===== src/hdl/mps_map.vh =====
// mps_map.vh - constants for the mode, privilege and stack select block
// assumes it is included by bare name from the hdl/ design files
`ifndef MPS_MAP_VH
`define MPS_MAP_VH

// ---------------------------------------------------------------
// control value fields and reset value
// ---------------------------------------------------------------
`define MPS_CTRL_NPRIV_BIT 0
`define MPS_CTRL_SPSEL_BIT 1
`define MPS_CTRL_RST       2'h0

// ---------------------------------------------------------------
// reset stack load and stack step
// ---------------------------------------------------------------
`define MPS_RESET_SP_ADDR 32'h00000000
`define MPS_WORD_BYTES    32'h00000004
`define MPS_WORD_MASK     32'hFFFFFFFC

// ---------------------------------------------------------------
// instruction classes
// ---------------------------------------------------------------
`define MPS_IC_OTHER    3'h0
`define MPS_IC_IRQ_MASK 3'h1
`define MPS_IC_SREG_RD  3'h2
`define MPS_IC_SREG_WR  3'h3
`define MPS_IC_SVC      3'h4

// ---------------------------------------------------------------
// special register selectors
// ---------------------------------------------------------------
`define MPS_SR_APSR    8'h00
`define MPS_SR_MSP     8'h08
`define MPS_SR_PSP     8'h09
`define MPS_SR_CONTROL 8'h14

// ---------------------------------------------------------------
// privileged-only regions: tick timer, irq ctrl, sys ctrl block
// ---------------------------------------------------------------
`define MPS_TICK_BASE 32'h00001000
`define MPS_TICK_LAST 32'h000010FF
`define MPS_NIC_BASE  32'h00002000
`define MPS_NIC_LAST  32'h00002FFF
`define MPS_SCB_BASE  32'h00003000
`define MPS_SCB_LAST  32'h000030FF

// ---------------------------------------------------------------
// boot sequencer states
// ---------------------------------------------------------------
`define MPS_ST_BOOT  2'h0
`define MPS_ST_FETCH 2'h1
`define MPS_ST_RUN   2'h2

`endif


===== src/hdl/mps_access_check.v =====
// mps_access_check.v - combinational privilege checks
// assumes i_priv is the current registered privilege of the core
`timescale 1ns/10ps
`include "mps_map.vh"

module mps_access_check #(
   parameter NREG = 3
) (
   input  wire        i_priv,
   input  wire        i_instr_valid,
   input  wire [2:0]  i_instr_class,
   input  wire [7:0]  i_instr_sreg,
   input  wire        i_acc_valid,
   input  wire [31:0] i_acc_addr,
   output wire        o_instr_fault,
   output wire        o_acc_fault,
   output wire        o_svc
);
   // ------------------------------------------------------------
   // privileged-only region match
   // ------------------------------------------------------------
   localparam [32*NREG-1:0] BASES = {`MPS_SCB_BASE, `MPS_NIC_BASE, `MPS_TICK_BASE};
   localparam [32*NREG-1:0] LASTS = {`MPS_SCB_LAST, `MPS_NIC_LAST, `MPS_TICK_LAST};
   wire [NREG-1:0] hit;
   genvar g;
   generate
      for (g = 0; g < NREG; g = g + 1) begin : g_reg
         assign hit[g] = (i_acc_addr >= BASES[32*g+31:32*g]) &&
                         (i_acc_addr <= LASTS[32*g+31:32*g]);
      end
   endgenerate
   assign o_acc_fault = i_acc_valid & ~i_priv & (|hit);

   // ------------------------------------------------------------
   // instruction checks; unprivileged may touch only a few registers
   // ------------------------------------------------------------
   wire rd_ok = (i_instr_sreg == `MPS_SR_APSR) || (i_instr_sreg == `MPS_SR_PSP) ||
                (i_instr_sreg == `MPS_SR_CONTROL);
   wire wr_ok = (i_instr_sreg == `MPS_SR_APSR) || (i_instr_sreg == `MPS_SR_PSP);
   wire bad_mask = (i_instr_class == `MPS_IC_IRQ_MASK);
   wire bad_rd   = (i_instr_class == `MPS_IC_SREG_RD) & ~rd_ok;
   wire bad_wr   = (i_instr_class == `MPS_IC_SREG_WR) & ~wr_ok;
   // privileged code never faults here
   assign o_instr_fault = i_instr_valid & ~i_priv & (bad_mask | bad_rd | bad_wr);
   assign o_svc = i_instr_valid & (i_instr_class == `MPS_IC_SVC);
endmodule // mps_access_check


===== src/hdl/mps_stack_ptrs.v =====
// mps_stack_ptrs.v - main and process stack pointers with push and pop
// assumes requests are already qualified by the core-ready state
`timescale 1ns/10ps
`include "mps_map.vh"

module mps_stack_ptrs (
   input  wire        i_sys_clk,
   input  wire        i_rst,
   input  wire        i_load_msp,
   input  wire [31:0] i_load_data,
   input  wire        i_wr_msp,
   input  wire        i_wr_psp,
   input  wire [31:0] i_wr_data,
   input  wire        i_use_psp,
   input  wire        i_nxt_use_psp,
   input  wire        i_push,
   input  wire [31:0] i_push_data,
   input  wire        i_pop,
   output reg  [31:0] o_msp,
   output reg  [31:0] o_psp,
   output reg  [31:0] o_active_sp,
   output reg         o_wr_en,
   output reg  [31:0] o_wr_addr,
   output reg  [31:0] o_wr_data
);
   reg  [31:0] nxt_msp;
   reg  [31:0] nxt_psp;
   wire [31:0] cur = i_use_psp ? o_psp : o_msp;
   wire [31:0] dec = cur - `MPS_WORD_BYTES; // full descending: step down first
   wire [31:0] inc = cur + `MPS_WORD_BYTES;

   // next pointers; explicit writes win over push and pop
   always @* begin
      nxt_msp = o_msp;
      nxt_psp = o_psp;
      if (i_push) begin
         if (i_use_psp) nxt_psp = dec;
         else nxt_msp = dec;
      end else if (i_pop) begin
         if (i_use_psp) nxt_psp = inc;
         else nxt_msp = inc;
      end
      if (i_wr_msp) nxt_msp = i_wr_data & `MPS_WORD_MASK;
      if (i_wr_psp) nxt_psp = i_wr_data & `MPS_WORD_MASK;
      if (i_load_msp) nxt_msp = i_load_data & `MPS_WORD_MASK;
   end

   // two independent copies, the active one mirrored in a flop
   always @(posedge i_sys_clk) begin
      if (i_rst) begin
         o_msp       <= 32'h00000000;
         o_psp       <= 32'h00000000;
         o_active_sp <= 32'h00000000;
         o_wr_en     <= 1'b0;
         o_wr_addr   <= 32'h00000000;
         o_wr_data   <= 32'h00000000;
      end else begin
         o_msp       <= nxt_msp;
         o_psp       <= nxt_psp;
         o_active_sp <= i_nxt_use_psp ? nxt_psp : nxt_msp;
         o_wr_en     <= i_push;
         o_wr_addr   <= i_push ? dec : o_wr_addr;
         o_wr_data   <= i_push ? i_push_data : o_wr_data;
      end
   end
endmodule // mps_stack_ptrs


===== src/hdl/mps_top.v =====
// mps_top.v - processor mode, execution privilege and stack select
// assumes a core clock, a synchronous reset and an exception unit that
// pulses entry and return; the vector memory answers with a valid pulse
`timescale 1ns/10ps
`include "mps_map.vh"

module mps_top #(
   parameter NEST_W = 8
) (
   input  wire              i_sys_clk,
   input  wire              i_rst,
   // reset vector fetch
   input  wire              i_vec_rd_valid,
   input  wire [31:0]       i_vec_rd_data,
   output reg               o_vec_rd_req,
   output reg  [31:0]       o_vec_rd_addr,
   // exception unit
   input  wire              i_exc_entry,
   input  wire              i_exc_return,
   // decoded instruction
   input  wire              i_instr_valid,
   input  wire [2:0]        i_instr_class,
   input  wire [7:0]        i_instr_sreg,
   input  wire [31:0]       i_instr_sreg_data,
   // data access check
   input  wire              i_acc_valid,
   input  wire [31:0]       i_acc_addr,
   // stack operations
   input  wire              i_push,
   input  wire [31:0]       i_push_data,
   input  wire              i_pop,
   // state
   output reg               o_core_ready,
   output reg               o_handler_mode,
   output reg               o_privileged,
   output reg               o_use_psp,
   output reg  [1:0]        o_ctrl_value,
   output reg  [NEST_W-1:0] o_nest_depth,
   // check results
   output reg               o_instr_fault,
   output reg               o_acc_fault,
   output reg               o_svc_req,
   output reg               o_ctrl_wr_refused,
   // stack pointers and push writes
   output wire [31:0]       o_main_stack_ptr,
   output wire [31:0]       o_process_stack_ptr,
   output wire [31:0]       o_active_sp,
   output wire              o_stack_wr_en,
   output wire [31:0]       o_stack_wr_addr,
   output wire [31:0]       o_stack_wr_data
);

   // ------------------------------------------------------------
   // declarations
   // ------------------------------------------------------------
   localparam [NEST_W-1:0] DEPTH_ZERO = {NEST_W{1'b0}};
   localparam [NEST_W-1:0] DEPTH_ONE  = {{(NEST_W-1){1'b0}}, 1'b1};
   localparam [NEST_W-1:0] DEPTH_MAX  = {NEST_W{1'b1}};

   reg  [1:0]        state_ff;
   reg  [1:0]        nxt_state;
   reg  [NEST_W-1:0] nxt_depth;
   reg  [1:0]        nxt_ctrl;
   reg               nxt_req;
   wire              nxt_handler;
   wire              nxt_priv;
   wire              nxt_use_psp;
   wire              vec_take;
   wire              run;
   wire              instr_ok;
   wire              chk_instr_fault;
   wire              chk_acc_fault;
   wire              chk_svc;
   wire              sreg_wr;
   wire              ctrl_wr;
   wire              wr_msp;
   wire              wr_psp;
   wire              push_go;
   wire              pop_go;
   wire              entry_go;
   wire              ret_go;

   // ------------------------------------------------------------
   // boot sequencer: fetch the initial main stack pointer
   // ------------------------------------------------------------
   // the answer is only taken while the request is standing
   assign vec_take = o_vec_rd_req & i_vec_rd_valid;
   assign run      = (state_ff == `MPS_ST_RUN);

   // next state of the boot sequencer
   always @* begin
      nxt_state = state_ff;
      nxt_req   = o_vec_rd_req;
      case (state_ff)
         `MPS_ST_BOOT: begin
            nxt_state = `MPS_ST_FETCH;
            nxt_req   = 1'b1;
         end
         `MPS_ST_FETCH: begin
            if (vec_take) begin
               nxt_state = `MPS_ST_RUN;
               nxt_req   = 1'b0;
            end
         end
         `MPS_ST_RUN: begin
            nxt_req = 1'b0;
         end
         default: begin
            nxt_state = `MPS_ST_BOOT;
            nxt_req   = 1'b0;
         end
      endcase
   end

   // sequencer flops
   always @(posedge i_sys_clk) begin
      if (i_rst) begin
         state_ff      <= `MPS_ST_BOOT;
         o_vec_rd_req  <= 1'b0;
         o_vec_rd_addr <= `MPS_RESET_SP_ADDR;
         o_core_ready  <= 1'b0;
      end else begin
         state_ff      <= nxt_state;
         o_vec_rd_req  <= nxt_req;
         o_vec_rd_addr <= `MPS_RESET_SP_ADDR;
         o_core_ready  <= (nxt_state == `MPS_ST_RUN);
      end
   end

   // ------------------------------------------------------------
   // exception nesting and processor mode
   // ------------------------------------------------------------
   // nothing executes, so no exception is taken, before the boot load
   assign entry_go = run & i_exc_entry;
   assign ret_go   = run & i_exc_return;

   // entry and return together are a tail chain: depth stays put;
   // a counter at its limit saturates rather than wrapping to thread
   always @* begin
      nxt_depth = o_nest_depth;
      if (entry_go && !ret_go && o_nest_depth != DEPTH_MAX) begin
         nxt_depth = o_nest_depth + DEPTH_ONE;
      end else if (ret_go && !entry_go && o_nest_depth != DEPTH_ZERO) begin
         nxt_depth = o_nest_depth - DEPTH_ONE;
      end
   end

   // back in thread mode only when the outermost handler returns
   assign nxt_handler = (nxt_depth != DEPTH_ZERO);

   // ------------------------------------------------------------
   // privilege and access checks
   // ------------------------------------------------------------
   // checks use the privilege in force for the instruction now issuing
   mps_access_check #(
      .NREG (3)
   ) i_mps_access_check (
      .i_priv        (o_privileged),
      .i_instr_valid (instr_ok),
      .i_instr_class (i_instr_class),
      .i_instr_sreg  (i_instr_sreg),
      .i_acc_valid   (run & i_acc_valid),
      .i_acc_addr    (i_acc_addr),
      .o_instr_fault (chk_instr_fault),
      .o_acc_fault   (chk_acc_fault),
      .o_svc         (chk_svc)
   );

   assign instr_ok = run & i_instr_valid;
   assign sreg_wr  = instr_ok & (i_instr_class == `MPS_IC_SREG_WR) & ~chk_instr_fault;

   // only privileged code may change the control value
   assign ctrl_wr = sreg_wr & (i_instr_sreg == `MPS_SR_CONTROL) & o_privileged;
   assign wr_msp  = sreg_wr & (i_instr_sreg == `MPS_SR_MSP);
   assign wr_psp  = sreg_wr & (i_instr_sreg == `MPS_SR_PSP);

   // next control value
   always @* begin
      nxt_ctrl = o_ctrl_value;
      if (ctrl_wr) begin
         nxt_ctrl = i_instr_sreg_data[1:0];
      end
   end

   // handler forces privilege and the main stack whatever control says
   assign nxt_priv    = nxt_handler | ~nxt_ctrl[`MPS_CTRL_NPRIV_BIT];
   assign nxt_use_psp = ~nxt_handler & nxt_ctrl[`MPS_CTRL_SPSEL_BIT];

   // ------------------------------------------------------------
   // mode, privilege and result flops
   // ------------------------------------------------------------
   // mode, privilege and stack select are next-state registered so they match the pointers
   always @(posedge i_sys_clk) begin
      if (i_rst) begin
         o_nest_depth      <= DEPTH_ZERO;
         o_handler_mode    <= 1'b0;
         o_ctrl_value      <= `MPS_CTRL_RST;
         o_privileged      <= 1'b1;
         o_use_psp         <= 1'b0;
         o_instr_fault     <= 1'b0;
         o_acc_fault       <= 1'b0;
         o_svc_req         <= 1'b0;
         o_ctrl_wr_refused <= 1'b0;
      end else begin
         o_nest_depth      <= nxt_depth;
         o_handler_mode    <= nxt_handler;
         o_ctrl_value      <= nxt_ctrl;
         o_privileged      <= nxt_priv;
         o_use_psp         <= nxt_use_psp;
         o_instr_fault     <= chk_instr_fault;
         o_acc_fault       <= chk_acc_fault;
         o_svc_req         <= chk_svc;
         o_ctrl_wr_refused <= instr_ok & (i_instr_class == `MPS_IC_SREG_WR) &
                              (i_instr_sreg == `MPS_SR_CONTROL) & ~o_privileged;
      end
   end

   // ------------------------------------------------------------
   // stack pointers
   // ------------------------------------------------------------
   // push has priority over pop in the same cycle; both wait for boot
   assign push_go = run & i_push;
   assign pop_go  = run & i_pop & ~i_push;

   mps_stack_ptrs i_mps_stack_ptrs (
      .i_sys_clk     (i_sys_clk),
      .i_rst         (i_rst),
      .i_load_msp    (vec_take),
      .i_load_data   (i_vec_rd_data),
      .i_wr_msp      (wr_msp),
      .i_wr_psp      (wr_psp),
      .i_wr_data     (i_instr_sreg_data),
      .i_use_psp     (o_use_psp),
      .i_nxt_use_psp (nxt_use_psp),
      .i_push        (push_go),
      .i_push_data   (i_push_data),
      .i_pop         (pop_go),
      .o_msp         (o_main_stack_ptr),
      .o_psp         (o_process_stack_ptr),
      .o_active_sp   (o_active_sp),
      .o_wr_en       (o_stack_wr_en),
      .o_wr_addr     (o_stack_wr_addr),
      .o_wr_data     (o_stack_wr_data)
   );

endmodule // mps_top


===== config.mk =====
export PLATFORM = sky130hd
export DESIGN_NAME = mps_top
export DESIGN_NICKNAME = d
export VERILOG_FILES = /design/src/hdl/mps_access_check.v /design/src/hdl/mps_stack_ptrs.v /design/src/hdl/mps_top.v
export VERILOG_INCLUDE_DIRS = /design/src /design/src/hdl
export SDC_FILE = /design/constraint.sdc
export NUM_CORES = 1
export LEC_CHECK = 0
export BUFFER_PORTS_ARGS = -buffer_cell sky130_fd_sc_hd__buf_4
export CAP_MARGIN = 30
export CORE_MARGIN = 2
export CORE_UTILIZATION = 45
export DETAILED_ROUTE_END_ITERATION = 8
export PLACE_DENSITY = 0.77
export SYNTH_ARGS = -nofsm -noshare
export SYNTH_HDL_FRONTEND = slang
export SYNTH_SLANG_ARGS = --single-unit
export TNS_END_PERCENT = 10

===== constraint.sdc =====
create_clock -name i_sys_clk -period 5.3 [get_ports i_sys_clk]
set_clock_uncertainty 0.05 [all_clocks]
set_input_delay 0 -clock i_sys_clk [delete_from_list [all_inputs] [get_ports i_sys_clk]]
set_output_delay 0 -clock i_sys_clk [all_outputs]
set_load 0.01 [all_outputs]

# Word-level counts from Yosys, hierarchy flattened
# Cells that the tools add are included.
dict set report word_totals {
  out_inout_bits 212
  register_bits 182
  wordCells 110
}
dict set report op_classes {
  muxes 20
  n_eq_ne 12
  n_lt_le_gt_ge 6
  add_sub_neg 4
  reduce_logical 16
  n_bitwise 34
}
# operator count
set op_table {}
lappend op_table {{32-bit two-way mux} 13}
lappend op_table {{32-bit by 14-bit >= comparator with 1-bit output (second input constant)} 2}
lappend op_table {{32-bit by 14-bit less-or-equal comparator with 1-bit output (second input constant)} 2}
lappend op_table {{32-bit by 3-bit adder with 32-bit output (second input constant)} 1}
lappend op_table {{32-bit by 13-bit >= comparator with 1-bit output (second input constant)} 1}
lappend op_table {{32-bit by 13-bit less-or-equal comparator with 1-bit output (second input constant)} 1}
lappend op_table {{32-bit by 3-bit subtractor with 32-bit output (second input constant)} 1}
lappend op_table {{1-bit AND} 24}
lappend op_table {{8-bit by 4-bit equality test with 1-bit output (second input constant)} 2}
lappend op_table {{8-bit two-way mux} 2}
lappend op_table {{8-bit nonzero test} 2}
lappend op_table {{8-bit by 1-bit adder with 8-bit output (second input constant)} 1}
lappend op_table {{8-bit by 5-bit equality test with 1-bit output (second input constant)} 1}
lappend op_table {{8-bit logical NOT} 1}
lappend op_table {{8-bit inequality test (second input constant)} 1}
lappend op_table {{8-bit by 1-bit subtractor with 8-bit output (second input constant)} 1}
lappend op_table {{1-bit logical AND} 7}
lappend op_table {{1-bit inverter} 7}
lappend op_table {{3-bit by 2-bit equality test with 1-bit output (second input constant)} 2}
lappend op_table {{2-bit one-hot mux with 3 select lines} 1}
lappend op_table {{2-bit equality test (second input constant)} 2}
lappend op_table {{2-bit two-way mux} 2}
lappend op_table {{3-bit by 1-bit equality test with 1-bit output (second input constant)} 1}
lappend op_table {{3-bit equality test (second input constant)} 1}
lappend op_table {{9 further kinds} 13}

# Logic depth before layout (Yosys ltp)
# Gate-level depths: netlist (run 1).
dict set report logic_depth {
  ltp_word 15
  ltp_mapped 19
  ltp_nobuf 11
}

# Modules after synthesis
# From an unflattened synthesis (run 1), not the netlist that was laid out.
dict set report unflattened {
  cells_unflattened 1357
  hier_area_um2 11000.6
}
# mod area_per_inst_um2 n_inst cells_each seq_area_each_um2
set by_module_without_submodules {}
lappend by_module_without_submodules {mps_stack_ptrs 9480.3 1 1168 3223.1}
lappend by_module_without_submodules {mps_top 1373.8 1 164 420.4}
lappend by_module_without_submodules {mps_access_check 146.4 1 25 0.0}

# Worst setup path before layout (run 1)
# No wires, ideal clock.
dict set report synth_path {
  path_type {reg2reg}
  from {register o_use_psp}
  to {register i_mps_stack_ptrs.o_active_sp[26]}
  stages_incl_launch_ff 18
  period_less_slack_ns 4.287
  arrival_time_ns 4.117
  slack_ns 1.013
  t_required_ns 5.130
  cell_sequence {dfxtp_1 -> buf_2 -> buf_4 -> buf_4 -> buf_2 -> buf_2 -> buf_2 -> clkbuf_1 -> mux2i_1 -> ha_1 -> o211a_1 -> buf_2 -> nand2_1 -> or4_4 -> xor2_1 -> a211oi_1 -> a21o_1 -> o2bb2ai_2}
}
dict set report synth_between {
  elab_chain_len 8
  word_cells_on_any_way 15
}
# element line
set synth_lines {}
lappend synth_lines {{start: declaration} mps_top.v:36} ;# output reg o_use_psp,
lappend synth_lines {{start signal: assignment} mps_top.v:209} ;# o_use_psp <= nxt_use_psp;
lappend synth_lines {{32-bit two-way mux} mps_stack_ptrs.v:28} ;# wire [31:0] cur = i_use_psp ? o_psp : o_msp;
lappend synth_lines {{32-bit by 3-bit adder with 32-bit output (no source line)} n/a}
lappend synth_lines {{32-bit two-way mux} mps_stack_ptrs.v:40} ;# if (i_use_psp) nxt_psp = inc;
lappend synth_lines {{32-bit two-way mux} mps_stack_ptrs.v:39} ;# end else if (i_pop) begin
lappend synth_lines {{32-bit two-way mux} mps_stack_ptrs.v:36} ;# if (i_push) begin
lappend synth_lines {{32-bit two-way mux} mps_stack_ptrs.v:43} ;# if (i_wr_msp) nxt_msp = i_wr_data & `MPS_WORD_MASK;
lappend synth_lines {{32-bit two-way mux} mps_stack_ptrs.v:45} ;# if (i_load_msp) nxt_msp = i_load_data & `MPS_WORD_MASK;
lappend synth_lines {{32-bit two-way mux (*)} mps_stack_ptrs.v:60} ;# o_active_sp <= i_nxt_use_psp ? nxt_psp : nxt_msp;
lappend synth_lines {{end signal: assignment} mps_stack_ptrs.v:60}
lappend synth_lines {{end: declaration} mps_stack_ptrs.v:21} ;# output reg [31:0] o_active_sp,
# Every way passes the cells marked *; elsewhere a longest branch is shown, timed or not.
# A chain may end at the register's enable or synchronous reset.

# Final worst setup path (run 1)
dict set report layout_path {
  from {register o_use_psp}
  to {register i_mps_stack_ptrs.o_msp[18]}
}
dict set report layout_between {
  elab_chain_len 7
  word_cells_on_any_way 9
}
# element line
set layout_lines {}
lappend layout_lines {{32-bit two-way mux} mps_stack_ptrs.v:28}
lappend layout_lines {{32-bit by 3-bit adder with 32-bit output (no source line)} n/a}
lappend layout_lines {{32-bit two-way mux} mps_stack_ptrs.v:40}
lappend layout_lines {{32-bit two-way mux} mps_stack_ptrs.v:39}
lappend layout_lines {{32-bit two-way mux (*)} mps_stack_ptrs.v:36}
lappend layout_lines {{32-bit two-way mux (*)} mps_stack_ptrs.v:43}
lappend layout_lines {{32-bit two-way mux (*)} mps_stack_ptrs.v:45}
lappend layout_lines {{end signal: assignment} mps_stack_ptrs.v:58} ;# o_msp <= nxt_msp;
lappend layout_lines {{end: declaration} mps_stack_ptrs.v:19} ;# output reg [31:0] o_msp,
# Marked as above.

==> results.md, run 1 <==
- Initial antenna violation count: 1
- Pwr dens: 235 nW/µm²
- Pleak: 0.00600 µW
- Area of the core: 23300 µm²
- Die area: 24700 µm²
- TritonCTS buffer count: 17
- CP Class: flop to flop
- Routed vias/inst: 5.85
- Layout cells sized above 1: 0.233
- Grt ovf: 0
- Max Fclk: 212 MHz
- Post-synth EDFFs: 0
- Top cell type by total area after synthesis: dfxtp_1
- Initial Utilization: 0.455
- Root Driver: clkbuf_16
- WL/cell: 21.3 µm
- RSZ-0062 raised after global routing: no
- VDD IR max: 0.167 mV
- Syn Area/Cell: 7.89 µm²
- Top cell type's share of synthesized area: 0.345
- YS warnings: 0
- Post-Place Worst Slack: 1.31 ns
- Fill cell count: 2044
- GRT Total Usage: 0.345
- Setup TNS: 0 ns
- Worst setup EP type: flop
- Drt drc: 0
- Final setup violation count: 0
- Area Overhead vs Synth: 39.4%
- Library cells used by synthesis: 93
- Register area share after synthesis: 0.345
- Synth Register Bits: 182
- Primary FF master, synth: dfxtp_1
- Top Ports: 360
- Critical path arrival: 4.99 ns
- Top cells by count, synth: 198 x nand2_1, 182 x dfxtp_1, 122 x a21oi_1, 118 x nor2_1, 56 x clkbuf_1
- CTS tree: built
- Largest net degree at the start of global routing: 85
- Startpoint Class: flop
- Critical Path RT: 5.59 ns
- Crit-path max FO: 76
- Total number of vias: 12007
- Max_cap viols: 0
- Setup WS post-layout: 0.592 ns
- Synth area leaders: dfxtp_1 34%, nand2_1 7.0%, a21oi_1 5.8%, nor2_1 4.2%, mux2i_1 3.7%
- Hold Violations, Final: 0
- Slew @ Worst Pin: 1.18 ns
- Post-route ant nets: 0
- Die X: 157 µm
- Htree depth: 4
- CP bufs+invs: 2
- Setup Buffers After CTS: 0
- Slew margin rel.: 0.211
- Post-DP HPWL: 29800 µm
- Worst path slowest cell: dfxtp_4
- # rows: 56
- Worst-path clk slew: 0.08 ns
- CP most frequent cell: dlygate4sd3_1
- Pins over their slew limit: 0
- Post-synth design cell area: 10600 µm²
- Routed wire length: 43700 µm
- Crit path largest cell delay: 0.89 ns
- PortBufs: 317
- Initial DRC Count: 1291
- Crit-path cells: mux2i_1 > o211a_1 > nand2_1 > o32ai_1 > xnor2_1 > o211ai_1 > o21ai_1 > dlygate4sd3_1 > nor2_1 > dlygate4sd3_1
- Min-Delay Path Class: primary input to flop
- GPL Wtd Cong: 0.992
- CTS max path bufs: 2
- Clk_lat worst skew: 0.44 ns
- Minimum clock period after layout: 4.71 ns
- Clock sinks: 182
- Top-count cell post-synth: nand2_1
- Fin nets: 1874
- Status: finished, final reports clean
- First drt pass iteration count: 7
- Antenna diodes: 0
- Chip height: 157 µm
- Final period util: 0.888
- Cell family with most CP delay: compound AO/OA/AOI/OAI gates
- Cells after Synth: 1341
- First-pass GRT wire length: 65800 µm
- Async SR Flop Fraction: 0
- Vias in the first global route: 11421
## power breakdown
part	switching [µW]	internal, µW
Combinational	424	333
Clock	622	625
Sequential	52.8	1410
Total	1100	2370
## per-layer routing
layer  wire length (µm)  track usage  vias to the layer above
li1                   -            -                     5543
met1              18100        0.451                     5673
met2              20000        0.556                      673
met3               4080       0.0743                      116
met4               1560        0.135                        2
met5                 13            0                        -
## final cells by class
cell class | instances | area (µm²) | area share
clock buffers | 18 | 429 | 0.0291
clock inverters | 14 | 140 | 0.00951
inverters | 16 | 60.1 | 0.00407
multi-input cells | 1050 | 6350 | 0.431
flip-flops and latches | 182 | 3650 | 0.247
well taps | 319 | 399 | 0.0271
repair buffers | 455 | 3710 | 0.252
## registers in the layout, indices dropped and copies added (netlist names)
name,cells
i_mps_stack_ptrs.o_active_sp,32
i_mps_stack_ptrs.o_msp,32
i_mps_stack_ptrs.o_psp,32
i_mps_stack_ptrs.o_wr_addr,32
i_mps_stack_ptrs.o_wr_data,32
i_mps_stack_ptrs.o_wr_en,1
o_acc_fault,1
o_core_ready,1
o_ctrl_value,2
o_ctrl_wr_refused,1
o_handler_mode,1
o_instr_fault,1
o_nest_depth,8
o_privileged,1
o_svc_req,1
o_use_psp,1
o_vec_rd_req,1
state_ff,2
## timing repair
action,4_1_cts,5_1_grt
resized for setup,0,0
hold endpoints to repair,127,0
hold buffers,120,0
## cell usage in the layout, fill, tap and decap left out, types with 27 or more instances in the layout
cell type and instances:
conb_1 32, xnor2_1 42, nand3_1 48, dfxtp_1 181
nor3_1 27, nor2_1 118, o21ai_0 42, buf_4 334
dlygate4sd3_1 120, mux2i_1 39, a21oi_1 122, nand2_1 198
## final timing paths
path / start / to / slack, ns / cells past startpoint
worst max-delay path: o_use_psp / i_mps_stack_ptrs.o_msp[18] / 0.59 / 10
worst min-delay path: i_instr_sreg[7] / o_ctrl_value[0] / 0.05 / 5
worst max register to register: o_use_psp / i_mps_stack_ptrs.o_msp[18] / 0.59 / 10
worst min register to register: i_mps_stack_ptrs.o_wr_addr[13] / i_mps_stack_ptrs.o_wr_addr[13] / 0.40 / 2
## worst reg2reg max path, stage by stage, from the launching register on
cell and delay (ns):
dfxtp_4 0.89, mux2i_1 0.66, o211a_1 0.54, nand2_1 0.37, o32ai_1 0.47, xnor2_1 0.17, o211ai_1 0.10, o21ai_1 0.15
dlygate4sd3_1 0.58, nor2_1 0.04, dlygate4sd3_1 0.58
## per-stage QoR
| step | hold slack [ns] | total power [µW] | std cells | util | instance area, µm² |
|---|---|---|---|---|---|
| 4_1_cts | 0.0427 | 3460 | 2053 | 0.633 | 14700 |
| 6_report | 0.0517 | 3470 | 2054 | 0.634 | 14700 |
| 3_5_place_dp | 0.182 | 2160 | 1901 | 0.557 | 13000 |
| 2_1_floorplan | 0.0743 | 1880 | 1372 | - | 10700 |
| 3_3_place_gp | 0.186 | 2150 | 1901 | 0.557 | 13000 |
| 5_1_grt | 0.108 | 3590 | 2054 | 0.634 | 14700 |
## cells by family (layout without fill, tap and decap cells)
group | after synthesis | count (layout) | synth area share
AND/OR/NAND/NOR | 562 | 562 | 0.264
other | 1 | 32 | 0.000355
multiplexers | 62 | 62 | 0.0614
flip-flops | 182 | 182 | 0.345
buffers and inverters | 140 | 503 | 0.0665
adder cells (fa/ha/maj) | 4 | 4 | 0.00473
XOR/XNOR | 61 | 61 | 0.0505
AO/OA/AOI/OAI | 329 | 329 | 0.208
Power figures use the tool's default switching activity.
==> inputs of run 2 (changes only) <==
CORE_UTILIZATION = 44   (was 45)
HOLD_SLACK_MARGIN = 0.15   (was not set)
PLACE_DENSITY = 0.75   (was 0.77)
==> run 2 against run 1 <==
First-iteration DRC count increased by 10%. Highest routed layer unchanged. Via count increased by 2.1%. Cell area increased by 1.9%. Largest power group unchanged.
==> results.md, run 2 (same netlist as run 1, synthesis figures left out) <==
- Status: finished, final reports clean
- Chip height: 159 µm
- CTS max path bufs: 2
- First drt pass iteration count: 6
- Area of the core: 23500 µm²
- Die area: 25300 µm²
- Worst setup EP type: flop
- Startpoint Class: flop
- Pins over their slew limit: 0
- TritonCTS buffer count: 17
- Drt drc: 0
- Grt ovf: 0
- Slew margin rel.: 0.288
- Critical path origin: o_use_psp
- Clk_lat worst skew: 0.45 ns
- VDD IR max: 0.155 mV
- Fill cell count: 1985
- Top Ports: 360
- FF-to-FF End: i_mps_stack_ptrs.o_msp[11]
- CTS resizes: 0
- P_int: 2380 µW
- WL/cell: 21.0 µm
- R2R depth: 12
- Clock sinks: 182
- Seq pwr share: 0.416
- Htree depth: 4
- Worst-path clk slew: 0.08 ns
- Hold Violations, Final: 0
- Vias in the first global route: 11545
- Area Overhead vs Synth: 42.0%
- Most common cell after layout, fill and taps aside: buf_4
- Crit-path max FO: 45
- # rows: 56
- Pleak: 0.00614 µW
- Initial Utilization: 0.449
- GRT Total Usage: 0.332
- FF-to-FF setup slack: 0.91 ns
- PortBufs: 317
- CTS Hold Buffers Added: 143
- CP Class: flop to flop
- Pwr dens: 234 nW/µm²
- Setup TNS: 0 ns
- Total number of vias: 12261
- Routed vias/inst: 5.89
- Clock network power share: 0.365
- Critical path arrival: 4.73 ns
- GPL Wtd Cong: 0.993
- Die X: 159 µm
- Slew @ Worst Pin: 1.05 ns
- Final period util: 0.828
- Initial DRC Count: 1423
- Post-route ant nets: 0
- Final setup violation count: 0
- Net Switching: 1130 µW
- Layout cells sized above 1: 0.232
- Commonest non-fill, non-tap cells in the layout: 338 x buf_4, 198 x nand2_1, 181 x dfxtp_1
- CTS tree: built
- Logic pwr share: 0.219
- Minimum clock period after layout: 4.39 ns
- Reg-to-reg startpoint: o_use_psp
- Root Driver: clkbuf_16
- Critical Path RT: 5.64 ns
- Max_cap viols: 0
- Critical path endpoint: i_mps_stack_ptrs.o_msp[11]
- Initial antenna violation count: 2
- First-pass GRT wire length: 67000 µm
- Design Power: 3510 µW
- Min-Delay Path Class: primary input to flop
- Hold_sp: i_push
- Setup Buffers After CTS: 0
- Largest net degree at the start of global routing: 93
- Routed wire length: 43700 µm
- Fin nets: 1900
- RSZ-0062 raised after global routing: no
- Max Fclk: 228 MHz
- Sw Share: 0.322
- Post-DP HPWL: 30100 µm
## run 2: final cells by class
class	instances	area, µm²	share of cell area
multi-input combinational	1050	6360	0.423
timing repair buffer	481	3970	0.264
sequential	182	3650	0.243
clock buffer	17	425	0.0283
tap	319	399	0.0266
clock inverter	15	154	0.0103
inverter	16	60.1	0.00400
antenna	1	2.50	0.000167
## run 2: how the worst min path moves through the flow
stage	end	cells after the start	slack (ns)
3_5_place_dp	i_mps_stack_ptrs.o_psp[27]	3	0.19
2_1_floorplan	i_mps_stack_ptrs.o_psp[27]	2	0.07
5_1_grt	i_mps_stack_ptrs.o_wr_addr[11]	4	0.23
4_1_cts	i_mps_stack_ptrs.o_wr_addr[11]	4	0.21
3_3_place_gp	i_mps_stack_ptrs.o_psp[27]	3	0.19
6_report	i_mps_stack_ptrs.o_wr_addr[11]	4	0.24
## run 2: critical path, cell delays in order, from the launching register on
cell           delay, ns
dfxtp_4             0.66
buf_4               0.45
nand3_1             0.30
a222oi_1            0.38
buf_4               0.27
o211ai_1            0.26
a21oi_1             0.26
xnor2_1             0.08
a211oi_1            0.32
a21oi_1             0.07
dlygate4sd3_1       0.59
nor2_1              0.09
dlygate4sd3_1       0.54
## run 2: routing by layer
layer	GRT usage	part of all wire
met1	0.434	0.40
met4	0.111	0.030
met2	0.538	0.46
met3	0.0802	0.11
met5	0	0.00025
## run 2: through the flow
step | instances | setup WS (ns) | hold slack [ns] | area, µm² | util
after global placement | 1905 | 1.49 | 0.189 | 13000 | 0.552
after CTS | 2080 | 1.06 | 0.208 | 15000 | 0.638
final | 2081 | 0.910 | 0.240 | 15000 | 0.638
after floorplan | 1372 | 1.01 | 0.0743 | 10700 | -
after detailed placement | 1905 | 1.34 | 0.189 | 13000 | 0.552
after global routing | 2081 | 0.652 | 0.233 | 15000 | 0.638
## run 2: power by group through the flow
stage | sequential [µW] | combinational [µW] | clock (µW)
floorplan | 1490 | 388 | 0
global placement | 1490 | 660 | 0
detailed placement | 1490 | 666 | 0
CTS | 1460 | 742 | 1290
global route | 1460 | 818 | 1340
finish | 1460 | 767 | 1280
